--- src/include/bmps_pkg.sv ---
// Constants, mode encoding and state layout of the burst/protection sequencer
package bmps_pkg;
    // Clock and timing
    localparam int unsigned CLK_HZ          = 25_000_000;
    localparam int unsigned ENTRY_BLANK_MS  = 24;
    localparam int unsigned OL_BLANK_MS     = 30;
    localparam int unsigned ENTRY_BLANK_CYC = CLK_HZ / 1000 * ENTRY_BLANK_MS;
    localparam int unsigned OL_BLANK_CYC    = CLK_HZ / 1000 * OL_BLANK_MS;
    localparam int unsigned BURST_FREQ_HZ   = 52_000;
    localparam int unsigned BURST_PERIOD_CYC = CLK_HZ / BURST_FREQ_HZ;
    localparam int unsigned BURST_DUTY_PCT  = 50;
    localparam int unsigned BURST_ON_CYC    =
        BURST_PERIOD_CYC * BURST_DUTY_PCT / 100;
    localparam int unsigned MAX_ON_NS       = 30_000;
    localparam int unsigned MAX_ON_CYC      =
        MAX_ON_NS * (CLK_HZ / 1_000_000) / 1000;
    localparam int unsigned OVP_BLANK_NS    = 1_000;
    localparam int unsigned OVP_BLANK_CYC   =
        OVP_BLANK_NS * (CLK_HZ / 1_000_000) / 1000;
    // Counter widths
    localparam int unsigned LONG_W  = 20;
    localparam int unsigned SHORT_W = 10;
    localparam int unsigned ZC_W    = 8;
    // Synchronised comparator vector positions
    localparam int unsigned IX_FB_ENTRY  = 0;
    localparam int unsigned IX_FB_RESUME = 1;
    localparam int unsigned IX_FB_IDLE   = 2;
    localparam int unsigned IX_FB_EXIT   = 3;
    localparam int unsigned IX_FB_HIGH   = 4;
    localparam int unsigned IX_CS_PWM    = 5;
    localparam int unsigned IX_CS_BURST  = 6;
    localparam int unsigned IX_CS_SHORT  = 7;
    localparam int unsigned IX_ZC_OVP    = 8;
    localparam int unsigned IX_VALLEY    = 9;
    localparam int unsigned IX_CNT_TOP   = 10;
    localparam int unsigned IX_VCC_UV    = 11;
    localparam int unsigned IX_VCC_OV    = 12;
    localparam int unsigned IX_VCC_ON    = 13;
    localparam int unsigned IX_VCC_OFF   = 14;
    localparam int unsigned IX_VCC_PD    = 15;
    localparam int unsigned IX_OVER_TEMP = 16;
    localparam int unsigned NPIN         = 17;
    // Foldback curve (codes of the digitised zero-crossing current)
    localparam logic [ZC_W-1:0] FOLD_FIRST_STEP = 8'h20;
    localparam logic [ZC_W-1:0] CS_LIMIT_FULL   = 8'hFF;
    localparam logic [ZC_W-1:0] CS_LIMIT_MIN    = 8'hA3;
    localparam logic [4:0]      FOLD_KNEE       = 5'h04;
    localparam int unsigned     FOLD_STEP_LSB   = 3;
    // Operating modes
    typedef enum logic [1:0] {
        MODE_OFF   = 2'b00,
        MODE_RUN   = 2'b01,
        MODE_AUTO  = 2'b10,
        MODE_LATCH = 2'b11
    } bmps_mode_t;
    // Whole block state
    typedef struct packed {
        logic [NPIN-1:0]    sync1;
        logic [NPIN-1:0]    sync2;
        logic [ZC_W-1:0]    zc1;
        logic [ZC_W-1:0]    zc2;
        bmps_mode_t         st;
        logic               burst;
        logic               bias;
        logic               gate;
        logic               charge;
        logic               ss;
        logic               force_min;
        logic [ZC_W-1:0]    limit;
        logic [LONG_W-1:0]  ent_cnt;
        logic [LONG_W-1:0]  ol_cnt;
        logic [SHORT_W-1:0] ovp_cnt;
        logic [SHORT_W-1:0] on_cnt;
        logic [SHORT_W-1:0] bt_cnt;
        logic               in_auto;
        logic               in_latch;
    } bmps_state_t;
endpackage

--- src/hw/bmps_sequencer.sv ---
// Burst mode, protection and foldback sequencer of a flyback controller
module bmps_sequencer #(
    parameter int unsigned ENTRY_CYC = bmps_pkg::ENTRY_BLANK_CYC,
    parameter int unsigned OL_CYC    = bmps_pkg::OL_BLANK_CYC
) (
    // Clock and reset
    input  wire logic clk,
    input  wire logic rstn,
    // Feedback comparators
    input  wire logic fb_below_entry,
    input  wire logic fb_above_resume,
    input  wire logic fb_below_idle,
    input  wire logic fb_above_exit,
    input  wire logic fb_pulled_high,
    // Current sense comparators
    input  wire logic cs_pwm_trip,
    input  wire logic cs_above_burst_peak,
    input  wire logic cs_above_short_winding,
    // Zero-crossing pin
    input  wire logic zc_above_overvoltage,
    input  wire logic valley_turn_on,
    input  wire logic [bmps_pkg::ZC_W-1:0] zc_current,
    input  wire logic updown_at_top,
    // Supply and temperature monitors
    input  wire logic supply_under,
    input  wire logic supply_over,
    input  wire logic supply_above_on,
    input  wire logic supply_below_off,
    input  wire logic supply_below_pd,
    input  wire logic over_temp,
    // Gate and status
    output logic      gate_drive,
    output logic      burst_active,
    output logic      bias_active,
    output logic      counter_force_min,
    output logic      soft_start,
    output logic      startup_charge,
    output logic      auto_restart,
    output logic      latched_off,
    output logic [bmps_pkg::ZC_W-1:0] cs_limit_code
);
    import bmps_pkg::*;

    // Counters must fit their fields and run at least two cycles
    if (ENTRY_CYC < 2 || ENTRY_CYC >= (1 << LONG_W) ||
        OL_CYC < 2 || OL_CYC >= (1 << LONG_W)) begin : g_bad_count
        $error("bmps_sequencer: blanking count out of range");
    end

    bmps_state_t     q;
    bmps_state_t     d;
    logic [NPIN-1:0] pin_raw;
    logic [NPIN-1:0] s;
    logic            max_on_hit;
    logic            ent_cond;
    logic            ent_hit;
    logic            ol_cond;
    logic            ol_hit;
    logic            ovp_cond;
    logic            ovp_hit;
    logic            latch_hit;
    logic            auto_hit;

    // Gather raw comparator pins in package order
    assign pin_raw = {over_temp, supply_below_pd, supply_below_off,
                      supply_above_on, supply_over, supply_under,
                      updown_at_top, valley_turn_on, zc_above_overvoltage,
                      cs_above_short_winding, cs_above_burst_peak,
                      cs_pwm_trip, fb_pulled_high, fb_above_exit,
                      fb_below_idle, fb_above_resume, fb_below_entry};
    assign s = q.sync2;

    // Stepped foldback: steep slope up to the knee, shallower beyond
    function automatic logic [ZC_W-1:0] fold_limit(
        input logic [ZC_W-1:0] cur
    );
        logic [ZC_W-1:0] excess;
        logic [4:0]      step;
        logic [ZC_W:0]   red;
        logic [ZC_W:0]   lim;
        excess = 8'h00;
        step   = 5'h00;
        red    = 9'h000;
        lim    = {1'b0, CS_LIMIT_FULL};
        if (cur > FOLD_FIRST_STEP) begin
            excess = cur - FOLD_FIRST_STEP;
            step   = excess[ZC_W-1:FOLD_STEP_LSB];
            if (step <= FOLD_KNEE)
                red = {2'b00, step, 2'b00};
            else
                red = {2'b00, FOLD_KNEE, 2'b00}
                    + {3'b000, step - FOLD_KNEE, 1'b0};
            lim = {1'b0, CS_LIMIT_FULL} - red;
        end
        if (lim < {1'b0, CS_LIMIT_MIN})
            lim = {1'b0, CS_LIMIT_MIN};
        return lim[ZC_W-1:0];
    endfunction

    // Qualifying conditions and blanking timer expiries
    always_comb begin
        max_on_hit = q.gate && (q.on_cnt == SHORT_W'(MAX_ON_CYC - 1));
        ent_cond   = !q.burst && s[IX_FB_ENTRY] && s[IX_CNT_TOP];
        ent_hit    = ent_cond && (q.ent_cnt == LONG_W'(ENTRY_CYC - 1));
        ol_cond    = !q.burst && s[IX_FB_HIGH];
        ol_hit     = ol_cond && (q.ol_cnt == LONG_W'(OL_CYC - 1));
        ovp_cond   = !q.gate && s[IX_ZC_OVP];
        ovp_hit    = ovp_cond && (q.ovp_cnt == SHORT_W'(OVP_BLANK_CYC - 1));
        latch_hit  = ovp_hit ||
                     (q.gate && !q.burst && s[IX_CS_SHORT]);
        auto_hit   = s[IX_VCC_UV] || s[IX_VCC_OV] || ol_hit ||
                     (!q.burst && s[IX_OVER_TEMP]);
    end

    // Next state
    always_comb begin
        d           = q;
        d.sync1     = pin_raw;
        d.sync2     = q.sync1;
        d.zc1       = zc_current;
        d.zc2       = q.zc1;
        d.ss        = 1'b0;
        d.force_min = 1'b0;
        // foldback sense limit
        // Only a code seen twice is used, so bit skew never glitches it
        if (q.zc1 == q.zc2)
            d.limit = fold_limit(q.zc2);
        unique case (q.st)
            MODE_OFF: begin
                d.charge = 1'b1;
                if (s[IX_VCC_ON]) begin
                    d.st        = MODE_RUN;
                    d.charge    = 1'b0;
                    d.bias      = 1'b1;
                    d.ss        = 1'b1;
                    d.force_min = 1'b1;
                end
            end
            MODE_AUTO: begin
                if (s[IX_VCC_OFF]) begin
                    d.charge = 1'b1;
                end else if (s[IX_VCC_ON] && q.charge) begin
                    d.st        = MODE_RUN;
                    d.charge    = 1'b0;
                    d.bias      = 1'b1;
                    d.ss        = 1'b1;
                    d.force_min = 1'b1;
                end
            end
            MODE_LATCH: begin
                if (s[IX_VCC_OFF])
                    d.charge = 1'b1;
                else if (s[IX_VCC_ON])
                    d.charge = 1'b0;
                if (s[IX_VCC_PD]) begin
                    d.st     = MODE_OFF;
                    d.charge = 1'b1;
                end
            end
            MODE_RUN: begin
                d.on_cnt = q.gate ? q.on_cnt + 1'b1 : '0;
                if (q.burst && q.bt_cnt != SHORT_W'(BURST_PERIOD_CYC - 1))
                    d.bt_cnt = q.bt_cnt + 1'b1;
                else
                    d.bt_cnt = '0;
                if (!q.burst) begin
                    // Valley logic launches, sense trip ends the pulse
                    if (!q.gate && s[IX_VALLEY])
                        d.gate = 1'b1;
                    if (q.gate && s[IX_CS_PWM])
                        d.gate = 1'b0;
                end else begin
                    if (q.bias && !q.gate && q.bt_cnt == '0)
                        d.gate = 1'b1;
                    // peak level or duty, first wins
                    if (q.gate && (s[IX_CS_BURST] ||
                        q.on_cnt == SHORT_W'(BURST_ON_CYC - 1)))
                        d.gate = 1'b0;
                    if (!q.bias && s[IX_FB_RESUME])
                        d.bias = 1'b1;
                    if (q.bias && s[IX_FB_IDLE]) begin
                        d.bias = 1'b0;
                        d.gate = 1'b0;
                    end
                end
                if (max_on_hit)
                    d.gate = 1'b0;
                d.ent_cnt = ent_cond ? q.ent_cnt + 1'b1 : '0;
                if (ent_hit) begin
                    d.burst   = 1'b1;
                    d.bias    = 1'b0;
                    d.gate    = 1'b0;
                    d.ent_cnt = '0;
                end
                if (q.burst && s[IX_FB_EXIT]) begin
                    d.burst     = 1'b0;
                    d.bias      = 1'b1;
                    d.bt_cnt    = '0;
                    d.force_min = 1'b1;
                end
                d.ol_cnt  = (ol_cond && !ent_hit) ? q.ol_cnt + 1'b1 : '0;
                d.ovp_cnt = ovp_cond ? q.ovp_cnt + 1'b1 : '0;
                if (latch_hit || auto_hit) begin
                    d.st      = latch_hit ? MODE_LATCH : MODE_AUTO;
                    d.gate    = 1'b0;
                    d.burst   = 1'b0;
                    d.bias    = 1'b0;
                    d.charge  = 1'b0;
                    d.ent_cnt = '0;
                    d.ol_cnt  = '0;
                    d.ovp_cnt = '0;
                    d.on_cnt  = '0;
                    d.bt_cnt  = '0;
                end
            end
        endcase
        // Mode flags kept in flops so the mode outputs come straight off them
        d.in_auto  = (d.st == MODE_AUTO);
        d.in_latch = (d.st == MODE_LATCH);
    end

    // State register; everything starts off with the switch open
    always_ff @(posedge clk or negedge rstn) begin
        if (!rstn) begin
            q <= '0;
        end else begin
            q <= d;
        end
    end

    // Outputs taken straight from state flops
    assign gate_drive        = q.gate;
    assign burst_active      = q.burst;
    assign bias_active       = q.bias;
    assign counter_force_min = q.force_min;
    assign soft_start        = q.ss;
    assign startup_charge    = q.charge;
    assign auto_restart      = q.in_auto;
    assign latched_off       = q.in_latch;
    assign cs_limit_code     = q.limit;
endmodule

--- config.mk ---
export PLATFORM = sky130hd
export DESIGN_NAME = bmps_sequencer
export DESIGN_NICKNAME = d
export VERILOG_FILES = /design/src/include/bmps_pkg.sv /design/src/hw/bmps_sequencer.sv
export SDC_FILE = /design/constraint.sdc
export NUM_CORES = 1
export LEC_CHECK = 0
export BUFFER_PORTS_ARGS = -buffer_cell sky130_fd_sc_hd__buf_2
export CAP_MARGIN = 40
export CORE_MARGIN = 5
export CORE_UTILIZATION = 55
export CTS_CLUSTER_DIAMETER = 100
export DETAILED_ROUTE_END_ITERATION = 10
export PLACE_DENSITY = 0.76
export SLEW_MARGIN = 15
export SYNTH_ARGS = -nofsm -noshare
export SYNTH_HDL_FRONTEND = slang
export SYNTH_SLANG_ARGS = --single-unit
--- constraint.sdc ---
create_clock -name clk -period 2.6 [get_ports clk]
set_clock_uncertainty 0.1 [all_clocks]
set_input_delay 0.26 -clock clk [delete_from_list [all_inputs] [get_ports clk]]
set_output_delay 0.26 -clock clk [all_outputs]
set_load 0.1 [all_outputs]
# After elaboration in Yosys (flattened, before gate mapping)
# Index checks and enable logic that the tools add are counted.
[totals]
regBits = 138
out_inout_bits = 16
elab_cells = 140
[op_classes]
n_addsub = 9
order_cmp = 3
eq_ne = 21
muxes = 47
n_reduce_logical = 41
[op_table]
columns = ["op", "count"]
rows = [
  ["$mux 70", 1],
  ["$mux 20", 3],
  ["$add 20x1->20 const B", 2],
  ["$eq 20x20->1 const B", 2],
  ["$mux 10", 4],
  ["$mux 9", 4],
  ["$add 10x1->10 const B", 3],
  ["$logic_and 1x1->1", 22],
  ["$mux 1", 17],
  ["$mux 2", 7],
  ["$eq 10x10->1 const B", 1],
  ["$eq 10x5->1 const B", 1],
  ["$eq 10x8->1 const B", 1],
  ["$logic_not 10->1", 1],
  ["$ne 10x9->1 const B", 1],
  ["$lt 9x8->1 const B", 1],
  ["$mux 3", 3],
  ["$sub 8x9->9 const A", 1],
  ["$eq 2x2->1 const B", 4],
  ["$eq 8x8->1", 1],
  ["$gt 8x6->1 const B", 1],
  ["$mux 8", 1],
  ["$ne 2x2->1 const B", 4],
  ["$pmux 2 s4", 1],
  ["23 further kinds", 34],
]

# Longest topological paths before layout
[depth]
depth_word = 13
ltp_mapped = 11
ltp_nobuf = 10

# Least setup slack after synthesis
# Ideal clock, no wire load.
[synth_timing]
path_type = "register -> register"
start = "register q, in the netlist gate_drive"
end = "register q[25] (netlist name)"
t_arrival_ps = 2872
setup_slack_ps = -441
path_stages_with_launch = 8
path_cell_list = "dfrtp_1 > or2b_4 > nor4_2 > or4_4 > buf_6 > or3_4 > or4_1 > nand3_1"
[synth_between]
elab_chain_len = 6
[synth_rtl]
columns = ["element", "line_no", "text"]
rows = [
  ["start: declaration", "bmps_sequencer.sv:50", "bmps_state_t q;"],
  ["start signal: assignment", "bmps_sequencer.sv:225", "q <= '0;"],
  ["start signal: assignment", "bmps_sequencer.sv:227", "q <= d;"],
  ["$logic_not 1->1", "bmps_sequencer.sv:107", "ovp_cond = !q.gate && s[IX_ZC_OVP];"],
  ["$logic_and 1x1->1", "bmps_sequencer.sv:107", ""],
  ["$logic_and 1x1->1", "bmps_sequencer.sv:108", "ovp_hit = ovp_cond && (q.ovp_cnt == SHORT_W'(OVP_BLANK_CYC - 1));"],
  ["$logic_or 1x1->1", "bmps_sequencer.sv:109", "latch_hit = ovp_hit ||"],
  ["$logic_or 1x1->1", "bmps_sequencer.sv:203", "if (latch_hit || auto_hit) begin"],
  ["$mux 70 (*)", "bmps_sequencer.sv:203", ""],
]
# Mark *: on every way between the ends. The rest lies on a longest branch, timed or not.
# A chain may end at the register's enable or synchronous reset.

# Worst setup path after layout
[layout_timing]
start = "register q[22] (netlist name)"
end = "register q[25] (netlist name)"
[layout_between]
elab_chain_len = 5
[layout_rtl]
columns = ["element", "line_no"]
rows = [
  ["parallel branches: the longest is 4 deep, another holds $add 10x1->10", "-"],
  ["$mux 70 (*)", "bmps_sequencer.sv:203"],
]
# Mark *: on every way between the ends.

==> flow_summary.toml <==
[die]
start_util_pct = 56.1
die_area_mm2 = 0.0139
fp.coreArea_mm2 = 0.0114
die_h_um = 118
num_rows = 39
ios = 43
die_x_um = 118

[global_route]
grt.total_usage_pct = 21.2
first_global_vias = 5101
grt_pass1_wl_um = 24400
grt_max_degree = 74
grt_overflow = 0
antenna_found_initial = 0

[worst_setup_path]
slowest_delay_ns = 0.57
worstReg2RegStart = "q[22]$_DFFE_PN0P_"
path_class = "flip-flop to flip-flop"
rr_worst_depth = 8
r2r_end = "q[25]$_DFFE_PN0P_"
cp_max_fo = 5
slowest_stage = "or4_4"
worstPathArrival_ns = 2.80
crit_end = "q[25]$_DFFE_PN0P_"
r2r_slack_ns = 0.05
endpoint_kind = "flip-flop"
path_common_cell = "or4_4"
path_cells = "inv_1, ha_1, or4b_4, nor4_4, or4_4, or3_4, or4_4, nand3_2"
startpoint = "q[22]$_DFFE_PN0P_"
critPathRequiredTime_ns = 2.85
start_kind = "flip-flop"

[layout]
final_cells = 880
utilization_pct = 68.8
seqCellArea_mm2 = 0.00344
drive_gt1_share_pct = 18.2
nFillCells = 846
fin_nets = 763
n_antenna_cell = 0
stdcell_area_mm2 = 0.00785
area_growth_pct = 22.6
multi_input_area_mm2 = 0.00275

[synth]
synth-edff-count = 0
synth.top_cell.area_share_pct = 53.5
synth.area.top_cells = "dfrtp_1, nand2_1, o21ai_0, nand3_1, a31oi_1"
syn_nets = 679
syn-cell-area_mm2 = 0.00641
avgSynthCellArea_um2 = 10.0
yosysMostFrequentCell = "dfrtp_1"
async_reset_ff_share_pct = 100
ys_warn_count = 0
yosys_most_used_dff = "dfrtp_1"
synth_cell_types = 65
syn_inst = 640
synth.yosys.seq_area_share_pct = 53.5
ys_ff_latch = 137
synth_top_cell_by_area = "dfrtp_1"
synthTopCellsByCount = "dfrtp_1, nand2_1, o21ai_0"

[place]
post_dp_cell_area_mm2 = 0.00686
gp_congestion = 0.883
port_buffers = 42
place_ws_ns = -0.0987
place_inst = 818
dp_hpwl_um = 9240

[pwr]
report.power.total_mw = 6.52
power_density_mw_per_mm2 = 830
total_leakage_power_nw = 3.37
ir_drop_mv = 1.15

[clock_tree]
cts_made_buffers = 17
path_clk_slew_ns = 0.06
root_buffer = "clkbuf_16"
clock_path_buffers = 2
clock_latency_ns = 0.42
clock_sinks = 137
cts_max_level = 4
cts_tree = "yes"

[drt]
wl_per_cell_um = 16.4
num_vias = 5180
routed_wirelength_um = 14500
viasPerCell = 5.89
drc = 0
antenna_left = 0
drtIter0Drc = 317
firstDrtPassIters = 5

[timing]
setup_violations = 0
finalWorstSetupSlack_ns = 0.0499
tightest_slew_ns = 0.669
hold_violations = 0
max_freq_ghz = 0.392
timing.final.crit_period_ns = 2.55
finalSetupTns_ns = 0
slew_headroom_pct = 55.4
drv_slew = 0
fin_hold_ws_ns = 0.245
post-route-period-util_pct = 98.1

[outcome]
outcome = "finished clean"

[hold_path]
hold_class = "flip-flop to flip-flop"
hold_path_depth = 0

[flow_run]
cap_violations = 0
[placed cells by master, fill, tap and decap left out, drive strengths merged, types with 4 or more instances in the layout]
| cell | synthesis | routed |
|---|---|---|
| dfrtp | 137 | 137 |
| buf | 17 | 71 |
| nand2 | 66 | 66 |
| o21ai | 49 | 49 |
| nand3 | 41 | 41 |
| a21oi | 34 | 34 |
| inv | 32 | 34 |
| nor2 | 31 | 31 |
| a31oi | 29 | 29 |
| dlygate4sd3 | 0 | 26 |
| xnor2 | 18 | 18 |
| clkbuf | 16 | 18 |
| nand4 | 16 | 16 |
| or3 | 15 | 15 |
| and3 | 14 | 14 |
| ha | 12 | 12 |
| nor3 | 11 | 11 |
| nor4 | 8 | 8 |
| nand2b | 7 | 7 |
| xor2 | 6 | 6 |
| or4 | 5 | 6 |
| o22ai | 5 | 5 |
| a22o | 5 | 5 |
| bufinv | 0 | 5 |
| o31ai | 4 | 4 |
| nor3b | 4 | 4 |
| nor2b | 4 | 4 |
| and4 | 4 | 4 |
| clkinv | 0 | 4 |
[final cells by class]
cell class | count | area share, %
sequential | 137 | 43.8
multi-input combinational | 439 | 35.0
timing repair buffer | 97 | 9.16
clock buffer | 18 | 5.47
clock inverter | 14 | 2.82
tap | 143 | 2.28
inverter | 32 | 1.53
[cells by family after synthesis]
kind of cell    synth area share, %
mux                           0.508
flops                          53.5
buf+inv                        4.63
xor+xnor                       3.28
compound gates                 14.9
fa+ha+maj                      2.34
simple gates                   20.8
[state kept, by name, summed over array words and instances, names as in the netlist]
name / flops
q: 80
d: 25
s: 17
cs_limit_code: 7
auto_restart: 1
bias_active: 1
burst_active: 1
counter_force_min: 1
gate_drive: 1
latched_off: 1
soft_start: 1
startup_charge: 1
[how the worst min path moves through the flow]
stage                     startpoint                endpoint  slack [ns]
finish              d[113]$_DFF_PN0_          s[9]$_DFF_PN0_        0.25
global placement                rstn       q[60]$_DFFE_PN0P_        0.21
global route        d[108]$_DFF_PN0_          s[4]$_DFF_PN0_        0.25
CTS                 d[119]$_DFF_PN0_         s[15]$_DFF_PN0_        0.25
detailed placement              rstn       q[63]$_DFFE_PN0P_        0.22
floorplan                       rstn  auto_restart$_DFF_PN0_       -0.14
[worst max-delay path: cells and delay by family, from the launching register on]
| kind | cells | cell delay (ns) |
|---|---|---|
| fa+ha+maj | 1 | 0.17 |
| flops | 1 | 0.35 |
| buf+inv | 1 | 0.05 |
| simple gates | 6 | 1.82 |
[layer usage]
| metal | vias up | global-route usage [%] | wire, µm |
|---|---|---|---|
| li1 | 2483 | - | - |
| met4 | 0 | 7.10 | 213 |
| met1 | 2524 | 27.2 | 6260 |
| met2 | 155 | 34.9 | 7270 |
| met3 | 18 | 5.86 | 708 |
| met5 | - | 0 | 0 |
[power breakdown]
group,internal (mW),switching (mW),leakage [nW]
clock network,1.71,0.924,0.307
logic,0.357,1.11,1.28
registers,2.28,0.138,1.78
[what timing repair did]
| action | in CTS | in global routing |
|---|---|---|
| setup endpoints to repair | 7 | 41 |
| setup buffers | 0 | 3 |
| gates resized for setup | 2 | 9 |
| hold buffers | 26 | 0 |
| hold endpoints to repair | 95 | 0 |
| pin swaps | 0 | 3 |
| gates cloned | 0 | 1 |
Power figures use the tool's default switching activity.
